File: config.mk
export PLATFORM = sky130hd
export DESIGN_NAME = egs_core
export DESIGN_NICKNAME = d
export VERILOG_FILES = /design/src/verilog/egs_pkg.sv /design/src/verilog/egs_spi_rx.sv /design/src/verilog/egs_core.sv
export VERILOG_INCLUDE_DIRS = /design/src /design/src/verilog
export SDC_FILE = /design/constraint.sdc
export NUM_CORES = 1
export LEC_CHECK = 0
export ABC_AREA = 1
export CORE_ASPECT_RATIO = 0.7
export CORE_MARGIN = 2
export CORE_UTILIZATION = 45
export DETAILED_ROUTE_END_ITERATION = 7
export DONT_BUFFER_PORTS = 1
export PLACE_DENSITY = 0.59
export SETUP_SLACK_MARGIN = 0.3
export SLEW_MARGIN = 25
export SYNTH_ARGS = -nofsm -noshare
export SYNTH_HDL_FRONTEND = slang
export SYNTH_SLANG_ARGS = --single-unit
File: constraint.sdc
create_clock -name clk -period 21.3 [get_ports clk]
set_input_delay 4.26 -clock clk [delete_from_list [all_inputs] [get_ports clk]]
set_output_delay 4.26 -clock clk [all_outputs]
set_load 0.01 [all_outputs]
File: src/verilog/egs_params.svh
// Command codes, reset values and field positions of the controller
`ifndef EGS_PARAMS_SVH
`define EGS_PARAMS_SVH
`define EGS_CMD_DRV 8'h01
`define EGS_CMD_SCAN 8'h0F
`define EGS_CMD_ENTRY 8'h11
`define EGS_CMD_WRBW 8'h24
`define EGS_CMD_WRRED 8'h26
`define EGS_CMD_RDRAM 8'h27
`define EGS_CMD_ENDOPT 8'h3F
`define EGS_CMD_RDOPT 8'h41
`define EGS_CMD_WINX 8'h44
`define EGS_CMD_WINY 8'h45
`define EGS_CMD_FRED 8'h46
`define EGS_CMD_FBW 8'h47
`define EGS_CMD_CNTX 8'h4E
`define EGS_CMD_CNTY 8'h4F
`define EGS_CMD_NOP 8'h7F
`define EGS_RST_LINES 9'h127
`define EGS_RST_ENTRY 3'h3
`define EGS_RST_ENDOPT 8'h02
`define EGS_RST_XEND 5'h15
`define EGS_RST_YEND 9'h127
`define EGS_END_KEEP 8'h07
`define EGS_AXIS_BIT 2
`define EGS_YDIR_BIT 1
`define EGS_XDIR_BIT 0
`define EGS_PAT_VAL_BIT 7
`define EGS_H_CODE_FULL 3'h6
`define EGS_H_CODE_BAD 3'h7
`define EGS_W_CODE_FULL 3'h5
`define EGS_ROWS 296
`define EGS_XBYTES 22
`endif

File: src/verilog/egs_pkg.sv
// Types shared by the serial receiver and the command interpreter
package egs_pkg;
  typedef enum logic [2:0] {
    EGS_IDLE = 3'b000,
    EGS_PARAM = 3'b001,
    EGS_WRITE = 3'b010,
    EGS_READ = 3'b011,
    EGS_FILL = 3'b100
  } egs_mode_t;
  typedef struct packed {
    logic valid;
    logic dc;
    logic [7:0] data;
  } egs_byte_t;
  typedef struct packed {
    logic we;
    logic re;
    logic plane;
    logic [4:0] x;
    logic [8:0] y;
    logic [7:0] data;
  } egs_ram_t;
  typedef struct packed {
    logic [8:0] gate_line_count;
    logic first_gate_select;
    logic interlace_select;
    logic scan_direction_select;
    logic [8:0] gate_start_row;
  } egs_gate_t;
  typedef struct packed {
    logic [1:0] sck_s;
    logic sck_d;
    logic [1:0] mosi_s;
    logic [1:0] cs_s;
    logic [1:0] dc_s;
    logic [2:0] cnt;
    logic [6:0] sh;
    egs_byte_t out;
  } egs_rx_st_t;
  typedef struct packed {
    egs_mode_t mode;
    logic [7:0] cmd;
    logic [2:0] idx;
    egs_gate_t gate;
    logic [2:0] entry;
    logic [7:0] endopt;
    logic hold;
    logic rdplane;
    logic [4:0] xs;
    logic [4:0] xe;
    logic [8:0] ys;
    logic [8:0] ye;
    logic [4:0] ax;
    logic [8:0] ay;
    logic val;
    logic [2:0] hcode;
    logic [2:0] wcode;
    egs_ram_t ram;
    logic busy;
    logic [8:0] row;
    logic active;
  } egs_core_st_t;
endpackage

File: src/verilog/egs_spi_rx.sv
// Serial byte receiver sampled by the core clock
`timescale 1ns/10ps
module egs_spi_rx
(
  input wire logic clk,
  input wire logic reset_n,
  input wire logic sclk,
  input wire logic mosi,
  input wire logic cs_n,
  input wire logic dc,
  output egs_pkg::egs_byte_t byte_o
);
  import egs_pkg::*;
  egs_rx_st_t s_r;
  egs_rx_st_t s_nxt;
  logic rise;

  ////////////////////////////////////////////////////////////////////
  // Two-stage synchronisers; only stage two feeds the logic
  always_comb
  begin
    s_nxt = s_r;
    s_nxt.sck_s = {s_r.sck_s[0], sclk};
    s_nxt.sck_d = s_r.sck_s[1];
    s_nxt.mosi_s = {s_r.mosi_s[0], mosi};
    s_nxt.cs_s = {s_r.cs_s[0], cs_n};
    s_nxt.dc_s = {s_r.dc_s[0], dc};
    s_nxt.out.valid = 1'b0;
    rise = s_r.sck_s[1] & ~s_r.sck_d;
    // Deselect aborts a partial byte, so framing never slips
    if (s_r.cs_s[1])
    begin
      s_nxt.cnt = 3'h0;
    end
    else if (rise)
    begin
      s_nxt.sh = {s_r.sh[5:0], s_r.mosi_s[1]};
      s_nxt.cnt = s_r.cnt + 3'h1;
      if (s_r.cnt == 3'h7)
      begin
        s_nxt.out.valid = 1'b1;
        s_nxt.out.dc = s_r.dc_s[1];
        s_nxt.out.data = {s_r.sh, s_r.mosi_s[1]};
      end
    end
  end

  // Single register stage for all state
  always_ff @(posedge clk or negedge reset_n)
  begin
    if (!reset_n)
      s_r <= '0;
    else
      s_r <= s_nxt;
  end

  assign byte_o = s_r.out;
endmodule // egs_spi_rx

File: src/verilog/egs_core.sv
// Command interpreter: window, counters, pattern fill and gate scan map
// Functional notes
// End option byte: 22h normal, 07h holds source level before power off.
// Read-plane bit picks black/white plane (0) or red plane (1).
// X window start/end in 8-pixel units, reset 00h and 15h.
// Host sets window bounds before writing RAM data.
// Y window: 9-bit start and end, each low byte then bit 8.
// 46h fills red plane with pattern, seven height codes, busy high.
// 47h fills black/white plane; width codes 110, 111 invalid.
// 4Eh loads X address counter from one byte, reset zero.
// 4Fh loads 9-bit Y address counter, low byte first, reset zero.
// 7Fh changes nothing shown but ends RAM write or read.
// Driven gate lines equal line-count field plus one.
// Interlace 0 maps rows in order; 1 splits even and odd gates.
// First-gate bit swaps the rows of each adjacent gate pair.
// Scan-direction bit: 0 top to bottom, 1 bottom to top.
// 0Fh sets gate start row, offset added to scanned row.
// Counter steps after each write; direction bits per axis.
// Axis bit: 0 advances X first, 1 advances Y first.
// Successive writes stay inside the programmed window.
// Counter moves on writes only, never on reads.
// Host sets addresses inside the window, never in standby.
// At window end, reload start and step the other axis.
// Command bytes with select low, parameters with it high.
`timescale 1ns/10ps
`include "egs_params.svh"
module egs_core
#(
  parameter int ROWS = `EGS_ROWS,
  parameter int XBYTES = `EGS_XBYTES
)
(
  input wire logic clk,
  input wire logic reset_n,
  input wire logic spi_sclk,
  input wire logic spi_mosi,
  input wire logic spi_cs_n,
  input wire logic spi_dc,
  input wire logic [8:0] scan_gate,
  output egs_pkg::egs_ram_t ram_o,
  output egs_pkg::egs_gate_t gate_cfg_o,
  output logic [8:0] scan_row_o,
  output logic gate_active_o,
  output logic busy_o,
  output logic read_plane_o,
  output logic [7:0] waveform_end_choice_o,
  output logic source_hold_o
);
  import egs_pkg::*;

  egs_core_st_t s_r;
  egs_core_st_t s_nxt;
  egs_byte_t rx;

  generate
    if (ROWS < 16 || ROWS > 512 || XBYTES < 1 || XBYTES > 32)
    begin : g_bad_size
      $error("egs_core: ROWS or XBYTES out of range");
    end
  endgenerate

  ////////////////////////////////////////////////////////////////////
  // Serial link front end
  egs_spi_rx u_rx
  (
    .clk(clk),
    .reset_n(reset_n),
    .sclk(spi_sclk),
    .mosi(spi_mosi),
    .cs_n(spi_cs_n),
    .dc(spi_dc),
    .byte_o(rx)
  );

  ////////////////////////////////////////////////////////////////////
  // One address step, up or down; wraps modulo the field width
  function automatic logic [8:0] step9(input logic [8:0] v,
                                      input logic inc);
    step9 = inc ? v + 9'h001 : v - 9'h001;
  endfunction

  // Pattern byte: start value flipped per height and width block
  function automatic logic [7:0] fill_byte(input logic v,
    input logic [2:0] h, input logic [2:0] w,
    input logic [4:0] x, input logic [8:0] y);
    logic [8:0] ty;
    logic [4:0] tx;
    logic p;
    ty = y >> (4'(h) + 4'h3);
    tx = x >> w;
    p = v;
    if (h != `EGS_H_CODE_FULL)
      p = p ^ ty[0];
    if (w != `EGS_W_CODE_FULL)
      p = p ^ tx[0];
    fill_byte = {8{p}};
  endfunction

  // Gate index to RAM row under the scan settings
  function automatic logic [8:0] map_row(input logic [8:0] g,
                                        input egs_gate_t c);
    logic [9:0] n;
    logic [8:0] g1;
    logic [8:0] r;
    logic [9:0] t;
    n = {1'b0, c.gate_line_count} + 10'h001;
    g1 = c.scan_direction_select ? c.gate_line_count - g : g;
    if (c.first_gate_select)
      g1 = g1 ^ 9'h001;
    r = g1;
    if (c.interlace_select)
      r = g1[0] ? 9'(n >> 1) + (g1 >> 1) : (g1 >> 1);
    // Start row rotates the picture, wrapping at the line count;
    // a full modulo, since the start row may exceed the line count
    t = {1'b0, r} + {1'b0, c.gate_start_row};
    map_row = 9'(t % n);
  endfunction

  ////////////////////////////////////////////////////////////////////
  // Next-state logic for all interpreter state
  always_comb
  begin
    s_nxt = s_r;
    s_nxt.ram.we = 1'b0;
    s_nxt.ram.re = 1'b0;
    s_nxt.row = map_row(scan_gate, s_r.gate);
    s_nxt.active = scan_gate <= s_r.gate.gate_line_count;
    if (s_r.mode == EGS_FILL)
    begin
      // Link bytes are dropped while busy; host must wait for it
      if (s_r.ram.x == 5'(XBYTES - 1) && s_r.ram.y == 9'(ROWS - 1))
      begin
        s_nxt.mode = EGS_IDLE;
        s_nxt.busy = 1'b0;
      end
      else
      begin
        s_nxt.ram.we = 1'b1;
        if (s_r.ram.x == 5'(XBYTES - 1))
        begin
          s_nxt.ram.x = 5'h00;
          s_nxt.ram.y = s_r.ram.y + 9'h001;
        end
        else
          s_nxt.ram.x = s_r.ram.x + 5'h01;
        s_nxt.ram.data = fill_byte(s_r.val, s_r.hcode, s_r.wcode,
                                   s_nxt.ram.x, s_nxt.ram.y);
      end
    end
    else if (rx.valid && !rx.dc)
    begin
      // Any new command closes a running RAM access
      s_nxt.cmd = rx.data;
      s_nxt.idx = 3'h0;
      case (rx.data)
        `EGS_CMD_WRBW, `EGS_CMD_WRRED:
        begin
          s_nxt.mode = EGS_WRITE;
          s_nxt.ram.plane = rx.data == `EGS_CMD_WRRED;
        end
        `EGS_CMD_RDRAM:
        begin
          s_nxt.mode = EGS_READ;
          s_nxt.ram.plane = s_r.rdplane;
        end
        `EGS_CMD_NOP:
          s_nxt.mode = EGS_IDLE;
        default:
          s_nxt.mode = EGS_PARAM;
      endcase
    end
    else if (rx.valid)
    begin
      case (s_r.mode)
        EGS_WRITE:
        begin
          s_nxt.ram.we = 1'b1;
          s_nxt.ram.x = s_r.ax;
          s_nxt.ram.y = s_r.ay;
          s_nxt.ram.data = rx.data;
          // Advance, reloading at the window end
          if (!s_r.entry[`EGS_AXIS_BIT])
          begin
            if (s_r.ax == s_r.xe)
            begin
              s_nxt.ax = s_r.xs;
              s_nxt.ay = (s_r.ay == s_r.ye) ? s_r.ys :
                step9(s_r.ay, s_r.entry[`EGS_YDIR_BIT]);
            end
            else
              s_nxt.ax = 5'(step9({4'h0, s_r.ax},
                                  s_r.entry[`EGS_XDIR_BIT]));
          end
          else
          begin
            if (s_r.ay == s_r.ye)
            begin
              s_nxt.ay = s_r.ys;
              s_nxt.ax = (s_r.ax == s_r.xe) ? s_r.xs :
                5'(step9({4'h0, s_r.ax}, s_r.entry[`EGS_XDIR_BIT]));
            end
            else
              s_nxt.ay = step9(s_r.ay, s_r.entry[`EGS_YDIR_BIT]);
          end
        end
        EGS_READ:
        begin
          // Counter left alone on reads
          s_nxt.ram.re = 1'b1;
          s_nxt.ram.x = s_r.ax;
          s_nxt.ram.y = s_r.ay;
        end
        EGS_PARAM:
        begin
          s_nxt.idx = (s_r.idx == 3'h7) ? s_r.idx : s_r.idx + 3'h1;
          case (s_r.cmd)
            `EGS_CMD_DRV:
            begin
              if (s_r.idx == 3'h0)
                s_nxt.gate.gate_line_count[7:0] = rx.data;
              if (s_r.idx == 3'h1)
                s_nxt.gate.gate_line_count[8] = rx.data[0];
              if (s_r.idx == 3'h2)
              begin
                s_nxt.gate.first_gate_select = rx.data[2];
                s_nxt.gate.interlace_select = rx.data[1];
                s_nxt.gate.scan_direction_select = rx.data[0];
              end
            end
            `EGS_CMD_SCAN:
            begin
              if (s_r.idx == 3'h0)
                s_nxt.gate.gate_start_row[7:0] = rx.data;
              if (s_r.idx == 3'h1)
                s_nxt.gate.gate_start_row[8] = rx.data[0];
            end
            `EGS_CMD_ENTRY:
              if (s_r.idx == 3'h0)
                s_nxt.entry = rx.data[2:0];
            `EGS_CMD_ENDOPT:
              if (s_r.idx == 3'h0)
              begin
                s_nxt.endopt = rx.data;
                s_nxt.hold = rx.data == `EGS_END_KEEP;
              end
            `EGS_CMD_RDOPT:
              if (s_r.idx == 3'h0)
                s_nxt.rdplane = rx.data[0];
            `EGS_CMD_WINX:
            begin
              if (s_r.idx == 3'h0)
                s_nxt.xs = rx.data[4:0];
              if (s_r.idx == 3'h1)
                s_nxt.xe = rx.data[4:0];
            end
            `EGS_CMD_WINY:
            begin
              if (s_r.idx == 3'h0)
                s_nxt.ys[7:0] = rx.data;
              if (s_r.idx == 3'h1)
                s_nxt.ys[8] = rx.data[0];
              if (s_r.idx == 3'h2)
                s_nxt.ye[7:0] = rx.data;
              if (s_r.idx == 3'h3)
                s_nxt.ye[8] = rx.data[0];
            end
            `EGS_CMD_FRED, `EGS_CMD_FBW:
              // Invalid size codes leave the planes untouched
              if (s_r.idx == 3'h0 && rx.data[6:4] != `EGS_H_CODE_BAD
                  && rx.data[2:0] <= `EGS_W_CODE_FULL)
              begin
                s_nxt.mode = EGS_FILL;
                s_nxt.busy = 1'b1;
                s_nxt.val = rx.data[`EGS_PAT_VAL_BIT];
                s_nxt.hcode = rx.data[6:4];
                s_nxt.wcode = rx.data[2:0];
                s_nxt.ram.we = 1'b1;
                s_nxt.ram.plane = s_r.cmd == `EGS_CMD_FRED;
                s_nxt.ram.x = 5'h00;
                s_nxt.ram.y = 9'h000;
                s_nxt.ram.data = fill_byte(rx.data[`EGS_PAT_VAL_BIT],
                  rx.data[6:4], rx.data[2:0], 5'h00, 9'h000);
              end
            `EGS_CMD_CNTX:
              if (s_r.idx == 3'h0)
                s_nxt.ax = rx.data[4:0];
            `EGS_CMD_CNTY:
            begin
              if (s_r.idx == 3'h0)
                s_nxt.ay[7:0] = rx.data;
              if (s_r.idx == 3'h1)
                s_nxt.ay[8] = rx.data[0];
            end
            default:
            begin
            end
          endcase
        end
        default:
        begin
        end
      endcase
    end
  end

  ////////////////////////////////////////////////////////////////////
  // State register with power-on values
  always_ff @(posedge clk or negedge reset_n)
  begin
    if (!reset_n)
    begin
      s_r <= '0;
      s_r.gate.gate_line_count <= `EGS_RST_LINES;
      s_r.entry <= `EGS_RST_ENTRY;
      s_r.endopt <= `EGS_RST_ENDOPT;
      s_r.xe <= `EGS_RST_XEND;
      s_r.ye <= `EGS_RST_YEND;
    end
    else
      s_r <= s_nxt;
  end

  // Outputs straight from the state register
  assign ram_o = s_r.ram;
  assign gate_cfg_o = s_r.gate;
  assign scan_row_o = s_r.row;
  assign gate_active_o = s_r.active;
  assign busy_o = s_r.busy;
  assign read_plane_o = s_r.rdplane;
  assign waveform_end_choice_o = s_r.endopt;
  assign source_hold_o = s_r.hold;

  logic wr_hit;
  assign wr_hit = rx.valid && rx.dc && s_r.mode == EGS_WRITE;
endmodule // egs_core

==> results.tsv, run 1 <==
metric	value	unit
maximum fanout along the worst path	8	
Ports	82	
worst skew pair latency	0.44	ns
synthesized instance count	1639	
DR vias/cell	5.47	
most frequent CP cell	nand2_2	
CTS tree	yes	
clock root cell	clkbuf_16	
post-synth top area share	0.294	
site row count	50	
final worst path period need	20.29	ns
Area growth, synth to finish	12.0	%
hold slack	0.348	ns
synth top area cells	dfrtp_1, ha_1, nand2_1, o21ai_0, inv_1	
TritonCTS buffer count	17	
number of port buffers	0	
initial antenna violation count	0	
Async SR Flop Fraction	1.00	
H-tree depth	4	
Detailed Place HPWL	26500	um
vias	10900	
syn_area_per_cell	7.58	sq um
register-to-register setup slack	3.73	ns
footprint of the multi-input gates	7560	sq um
Distinct cells, synth	61	
crit path kind	primary input to flip-flop	
Least-Margin Pin Slew	0.924	ns
1st-iter DRT viols	891	
clock transition at the registers of the reported paths	0.06	ns
max_cap viols	0	
Synth Warn #	1	
# fillers	2615	
Worst setup EP type	flip-flop	
worst-case clock buffer depth	2	
Die X-Extent	203	um
outcome	finished, final reports clean	
Synth area leader	dfrtp_1	
Main synth FF type	dfrtp_1	
Worst Hold Class	flip-flop to flip-flop	
post-synthesis register bit count	162	
Crit path arrival time	20.66	ns
ant diodes	0	
sequential cell area fraction in the yosys report	0.328	
layout cells sized above 1	0.183	
Remaining Overflow, GRT	0	
clk_skew	0.0146	ns
Die Span Y	143	um
register area	4070	sq um
Min-Delay Path Depth	0	
setup TNS	0	ns
CP required	21.67	ns
CP Launch Type	primary input	
first-pass GRT wire length	55800	um
final worst-path cycle share	0.953	
post-detailed-route count of antenna-violating nets	0	
CP peak stage delay	0.37	ns
Total GRT Usage	0.249	
count of final setup violators	0	
vias in the first global route	10100	
routability cong.	0.915	
Post-Syn Area	12400	sq um
CTS hold repair buffers	0	
core area	27000	sq um
synthesized net count	1766	
fin. max-slew vios	0	
starting density of the core	0.461	
Crit-path slowest cell	ha_1	
Routed WL per cell	18.3	um
full die area	29000	sq um
DR pass1 iterations	5	
Fin. Hold Viols	0	
detailed-route DRC error count	0	
R2R cell count	130	
Nets	1751	
Post-Route WL	36700	um
Post-synth EDFFs	0	
largest net degree at the start of global routing	163	
CTS sink count	162	
Fmax	49.3	MHz
Worst slew margin	0.382	
## layer usage
layer | track usage | wire (um) | up-vias
met4 | 0.0392 | 216 | 0
met3 | 0.0737 | 2760 | 18
met5 | 0 | 0 | -
li1 | - | - | 5338
met1 | 0.381 | 18700 | 5279
met2 | 0.347 | 15000 | 303
## final cells by class
cell class,count,share of cell area
sequential,162,0.293
timing repair inverter,1,0.000449
clock inverter,12,0.00764
tap,364,0.0327
inverter,203,0.0556
multi-input combinational,1180,0.543
clock buffer,20,0.0328
timing repair buffer,59,0.0353
## synth_stat cells (16+ instances only)
library cell / n
xor2_1: 43
a21oi_1: 75
clkbuf_1: 26
nor3_1: 24
xnor2_1: 27
inv_1: 192
a31oi_1: 19
o21ai_0: 173
buf_4: 65
or2_2: 19
ha_1: 106
nand3_1: 70
dfrtp_1: 146
nand2_1: 325
dfstp_2: 16
nor2_1: 138
## repair_timing
action,4_1_cts,5_1_grt
endpoints found under the setup margin,8,9
cloned,0,3
setup buffers,0,48
resized for setup,2,129
pin swaps,0,68
## final timing paths
kind / startpoint / endpoint
min: u_rx.s_nxt[23] / u_rx.s_r[23]
min in group asynchronous: reset_n / u_rx.s_nxt[25]
max reg2reg: gate_cfg_o[12] / scan_row_o[8]
max: scan_gate[0] / scan_row_o[8]
max in group asynchronous: reset_n / s_r[96]
min reg2reg: u_rx.s_nxt[23] / u_rx.s_r[23]
## sequential cells by signal, indices dropped and copies added (netlist names), 5 cells and up
register	cells
u_rx.byte_o	10
waveform_end_choice_o	8
ram_o	25
gate_cfg_o	21
scan_row_o	9
s_r	66
u_rx.s_nxt	5
u_rx.s_r	14
## stage by stage
| stage | util | cell area [sq um] | setup WS (ns) | std cells |
|---|---|---|---|---|
| 6_report | 0.517 | 13900 | 1.01 | 2001 |
| 5_1_grt | 0.517 | 13900 | -0.142 | 2001 |
| 4_1_cts | 0.480 | 12900 | 0.375 | 1950 |
| 3_5_place_dp | 0.459 | 12400 | -0.300 | 1918 |
| 3_3_place_gp | 0.459 | 12400 | 0.194 | 1918 |
| 2_1_floorplan | - | 12400 | 1.46 | 1639 |
## cells by family (layout without fill, tap and decap cells)
logic type | after synthesis | in the layout | synth area share
buffers and inverters | 297 | 295 | 0.110
AOI/OAI and AO/OA | 348 | 348 | 0.160
DFF | 162 | 162 | 0.328
and+or+nand+nor | 646 | 646 | 0.234
adders and majority gates | 112 | 112 | 0.116
xor gates and xnor gates | 70 | 70 | 0.0493
muxes | 4 | 4 | 0.00362
## cells in the final DEF, fill, tap and decap left out, types with 5 or more instances in the layout
cell type,Yosys,layout
buf_6,0,5
o21ai_0,173,165
clkbuf_16,0,18
and2_1,7,5
inv_1,192,180
nand4_1,12,12
nor3_1,24,20
nor2_2,3,9
nand2_2,13,38
o22ai_1,7,7
nor3_2,5,8
xor2_1,43,43
a21oi_2,4,10
o21ai_2,9,17
ha_1,106,83
a31oi_1,19,18
o21ai_1,15,12
inv_2,9,19
dfstp_2,16,16
nor2_1,138,132
nand3_1,70,67
buf_4,65,52
a21o_1,7,7
xnor2_1,27,27
o211ai_1,8,8
dfrtp_1,146,146
clkinvlp_4,0,6
nand2_1,325,298
or2_2,19,19
ha_4,0,22
nor4_1,6,6
nand3_2,11,14
a21oi_1,75,66
## critical path, delay by kind of cell
family,cells,cell delay [ns]
AO/OA/AOI/OAI,26,3.85
buffers and inverters,19,1.68
adder cells (fa/ha/maj),14,4.00
AND/OR/NAND/NOR,70,6.85
Power of run 1 is not shown: default switching activity piles up to over one toggle a cycle in this logic, so the estimate is an artifact.
==> run 2: changes to the inputs <==
Settings changed: RECOVER_POWER set to 100.
==> run 2 against run 1 <==
Compared with the run above:
- routed wire length fell by 0.15%
- worst hold slack barely moved
- maximum frequency fell by 0.36%
- first-iteration DRC count fell by 11%
- critical path depth fell by 8
- setup slack got worse by 0.072 ns
- final area fell by 0.37%
- global-route usage did not move
- die area did not move
- core utilization fell by 0.19 points
==> results.tsv, run 2 (synthesis results as in run 1) <==
metric	value	unit	change
outcome	finished, final reports clean		
Crit-path slowest cell	fa_2		
max reg flops	66		unchanged
Die X-Extent	203	um	unchanged
DP Cell Count	1918		unchanged
worst skew pair latency	0.44	ns	about the same
# fillers	2627		+0.46%
fin. max-slew vios	0		unchanged
footprint of the multi-input gates	7520	sq um	-0.58%
CP peak stage delay	0.43	ns	+0.06 ns
TritonCTS buffer count	17		unchanged
starting density of the core	0.461		unchanged
core area	27000	sq um	unchanged
detailed-route DRC error count	0		unchanged
most common cell after layout, fill and taps aside	nand2_1		
Fmax	49.1	MHz	-0.36%
Top reg by flops	s_r		
full die area	29000	sq um	unchanged
number of port buffers	0		unchanged
routability cong.	0.915		unchanged
Ports	82		unchanged
clock transition at the registers of the reported paths	0.06	ns	about the same
Fin. Hold Viols	0		unchanged
Post-Route WL	36600	um	-0.15%
crit path kind	primary input to flip-flop		
clk_skew	0.0135	ns	-0.00115 ns
Final Non-Filler Cells	2001		unchanged
commonest cells after routing, fill and taps aside	nand2_1, inv_1, o21ai_0, dfrtp_1, nor2_1		
vias in the first global route	10100		unchanged
initial antenna violation count	0		unchanged
largest net degree at the start of global routing	163		unchanged
vias	11000		+0.18%
Crit path arrival time	20.73	ns	+0.07 ns
CP Launch Type	primary input		
Detailed Place HPWL	26500	um	unchanged
worst-case clock buffer depth	2		unchanged
Least-Margin Pin Slew	1.48	ns	+0.552 ns
1st-iter DRT viols	796		-11%
Worst setup EP type	flip-flop		
clock root cell	clkbuf_16		
Buf/Inv on CP	16		-3
most frequent CP cell	nand2_2		
CP top delay family	simple AND/OR/NAND/NOR gates		
Nets	1751		unchanged
hold slack	0.348	ns	+0.0000600 ns
register area	4070	sq um	unchanged
site row count	50		unchanged
post-detailed-route count of antenna-violating nets	0		unchanged
Routed WL per cell	18.3	um	-0.15%
count of final setup violators	0		unchanged
Remaining Overflow, GRT	0		unchanged
layout cells sized above 1	0.173		-0.00977
H-tree depth	4		unchanged
DR vias/cell	5.48		+0.18%
first-pass GRT wire length	55800	um	unchanged
Worst slew margin	0.0161		-0.365
CTS tree	yes		
maximum fanout along the worst path	8		unchanged
CP required	21.67	ns	about the same
Total GRT Usage	0.249		unchanged
Worst Hold Class	flip-flop to flip-flop		
Area growth, synth to finish	11.6	%	
final worst path period need	20.36	ns	+0.0724 ns
CTS sink count	162		unchanged
Die Span Y	143	um	unchanged
ant diodes	0		unchanged
DR pass1 iterations	8		+3
max_cap viols	0		unchanged
final worst-path cycle share	0.956		+0.00340
## run 2: cell count changes in the layout (fill, tap and decap cells not counted), sizes merged
cell | before | now
clkbuf | 21 | 23
buf | 58 | 56
## run 2: through the flow
step / setup TNS (ns) / instance area (sq um) / worst slack, ns / util
detailed placement: -1.93 / 12400 / -0.300 / 0.459
global placement: 0 / 12400 / 0.194 / 0.459
global route: -1.81 / 13900 / -0.245 / 0.515
finish: 0 / 13900 / 0.937 / 0.515
CTS: 0 / 12900 / 0.375 / 0.480
floorplan: 0 / 12400 / 1.46 / -
## run 2: per-layer routing
layer,wire length (um),vias up,GRT usage
met1,18400,5297,0.381
li1,-,5346,-
met5,0,-,0
met3,3120,18,0.0737
met2,14900,297,0.347
met4,232,0,0.0392
## run 2: area by class of cell
class,count,area share
clock buffer,20,0.0329
clock inverter,12,0.00766
inverter,203,0.0558
multi-input combinational,1180,0.542
sequential,162,0.294
tap,364,0.0328
timing repair buffer,59,0.0349
timing repair inverter,1,0.000451
## run 2: path summary, 6_finish.rpt
check	from	to	slack, ns	depth (start not counted)
worst max register to register	gate_cfg_o[12]	scan_row_o[8]	2.81	123
worst max-delay path	scan_gate[0]	scan_row_o[8]	0.94	121
max in group asynchronous	reset_n	s_r[96]	17.44	0
min in group asynchronous	reset_n	u_rx.s_r[10]	3.52	0
worst min register to register	u_rx.s_nxt[23]	u_rx.s_r[23]	0.35	0
worst min-delay path	u_rx.s_nxt[23]	u_rx.s_r[23]	0.35	0
## run 2: worst register-to-register path: cells and delay by family (launching register included)
family | cells | cell delay (ns)
adders and majority gates | 15 | 4.57
and+or+nand+nor | 63 | 5.85
buffers and inverters | 18 | 2.83
AOI/OAI and AO/OA | 27 | 4.65
DFF | 1 | 0.51
## run 2: timing repair
action,4_1_cts,5_1_grt
hold buffers,0,0
setup buffers,0,48
pin swaps,0,68
gates cloned,0,3
endpoints found under the setup margin,8,9
endpoints found under the hold margin,0,0
resized for setup,2,129
Power of run 2 is left out for the same reason.
==> run 3: changes to the inputs <==
Settings changed: PLACE_DENSITY 0.59 to unset, PLACE_DENSITY_LB_ADDON set to 0.25.
==> run 3 against run 2 <==
Compared with the run above:
- via count fell by 0.22%
- critical path type unchanged
- global-route usage decreased by 0.94 points
- first-iteration DRC count grew 16%
- sequential cell count did not move
- critical endpoint is now scan_row_o[4]
- core utilization rose by 0.27 points
- setup slack got worse by 0.052 ns
- cell count about the same
- maximum frequency is 0.26% lower
- highest routed layer unchanged
- final area grew 0.53%
- register-to-register slack better by 0.42 ns
==> results.tsv, run 3 (synthesis results as in run 1) <==
metric	value	unit	change
site row count	50		unchanged
CTS sink count	162		unchanged
R2R cell count	130		+5.7%
placed inst area	12400	sq um	about the same
max_cap viols	0		unchanged
CP Launch Type	primary input		
most frequent CP cell	nand2_1		
Die Span Y	143	um	unchanged
starting density of the core	0.461		unchanged
unrepaired setup endpoints after global routing	yes		
Top reg by flops	s_r		
post-detailed-route count of antenna-violating nets	0		unchanged
final worst path period need	20.42	ns	+0.0522 ns
max reg flops	66		unchanged
Place WS	-0.189	ns	+0.112 ns
Area growth, synth to finish	12.2	%	
CP required	21.61	ns	-0.06 ns
1st-iter DRT viols	925		+16%
maximum fanout along the worst path	8		unchanged
Least-Margin Pin Slew	1.48	ns	+0.00164 ns
Remaining Overflow, GRT	0		unchanged
ant diodes	0		unchanged
crit path kind	primary input to flip-flop		
Worst setup EP type	flip-flop		
Design Area, Final	13900	sq um	+0.53%
layout cells sized above 1	0.167		-0.00560
Worst slew margin	0.0150		-0.00109
Total GRT Usage	0.240		-0.00937
setup ws final	0.885	ns	-0.0522 ns
setup TNS	0	ns	unchanged
first-pass GRT wire length	53600	um	-4.0%
Worst R2R End	scan_row_o[4]		
DP Cell Count	1919		+0.052%
largest net degree at the start of global routing	163		unchanged
DR pass1 iterations	5		-3
Die X-Extent	203	um	unchanged
vias in the first global route	9679		-4.3%
full die area	29000	sq um	unchanged
Crit path arrival time	20.73	ns	about the same
Ports	82		unchanged
Hold EP	u_rx.s_r[25]		
outcome	finished, final reports clean		
Detailed Place HPWL	25700	um	-2.7%
DR vias/cell	5.46		-0.27%
clock transition at the registers of the reported paths	0.06	ns	about the same
Worst Hold Class	flip-flop to flip-flop		
most common cell after layout, fill and taps aside	nand2_1		
Crit-path slowest cell	ha_1		
RR Startpoint	gate_cfg_o[12]		
count of final setup violators	0		unchanged
Fin. Hold Viols	0		unchanged
commonest cells after routing, fill and taps aside	nand2_1, inv_1, o21ai_0, dfrtp_1, nor2_1		
worst-case clock buffer depth	2		unchanged
detailed-route DRC error count	0		unchanged
clock root cell	clkbuf_16		
CTS hold repair buffers	0		unchanged
number of port buffers	0		unchanged
Routed WL per cell	17.9	um	-2.0%
H-tree depth	4		unchanged
Fmax	49.0	MHz	-0.26%
Nets	1752		+0.057%
CTS tree	yes		
clk_skew	0.00690	ns	-0.00657 ns
final worst-path cycle share	0.958		+0.00245
Hold Crit Start	u_rx.s_nxt[25]		
Post-Route WL	35900	um	-1.9%
routability cong.	0.920		+0.62%
worst skew pair latency	0.44	ns	about the same
TritonCTS buffer count	17		unchanged
register-to-register setup slack	3.23	ns	+0.42 ns
initial antenna violation count	0		unchanged
Min-Delay Path Depth	0		unchanged
core area	27000	sq um	unchanged
CP peak stage delay	0.38	ns	-0.05 ns
Final Non-Filler Cells	2002		+0.050%
vias	10900		-0.22%
fin. max-slew vios	0		unchanged
==> run 3: changes by cell type in the layout (fill, tap and decap cells not counted), sizes merged <==
cell	before	now
bufinv	1	3
clkbuf	23	25
clkinv	7	6
clkinvlp	6	4
==> run 3: stage by stage <==
stage,utilization,hold WS [ns]
3_3_place_gp,0.458,0.333
4_1_cts,0.482,0.349
6_report,0.517,0.347
5_1_grt,0.517,0.353
2_1_floorplan,-,0.331
3_5_place_dp,0.458,0.335
==> run 3: per-layer routing <==
metal	global-route usage	wire length [um]
met2	0.322	14300
met4	0.0369	340
met3	0.0831	3790
met5	0	0
met1	0.369	17500
==> run 3: worst max path at each step <==
stage	startpoint	end	cells past startpoint
6_report	scan_gate[1]	scan_row_o[4]	133
5_1_grt	scan_gate[1]	scan_row_o[4]	133
4_1_cts	scan_gate[2]	scan_row_o[4]	135
3_5_place_dp	scan_gate[2]	scan_row_o[4]	131
3_3_place_gp	scan_gate[2]	scan_row_o[0]	133
2_1_floorplan	scan_gate[0]	scan_row_o[0]	130
==> run 3: critical path: cells and delay by family <==
family / cells / cell delay [ns]
AND/OR/NAND/NOR: 69 / 6.56
AO/OA/AOI/OAI: 30 / 4.05
adder cells (fa/ha/maj): 13 / 3.76
buffers and inverters: 21 / 2.06
==> run 3: layout make-up <==
type / count / area (sq um)
Clock inverter: 11 / 153
Inverter: 203 / 771
Multi-Input combinational cell: 1180 / 7520
Timing Repair Buffer: 60 / 502
Timing Repair inverter: 1 / 6.26
Sequential cell: 162 / 4070
Clock buffer: 21 / 470
Fill cell: 2526 / 13000
Tap cell: 364 / 455
==> run 3: repair_timing <==
action | CTS | global route
setup endpoints to repair | 9 | 9
pin swaps | 0 | 58
buffers inserted | 0 | 47
cloned | 0 | 3
gates resized for setup | 3 | 120
Power of run 3 is left out for the same reason.
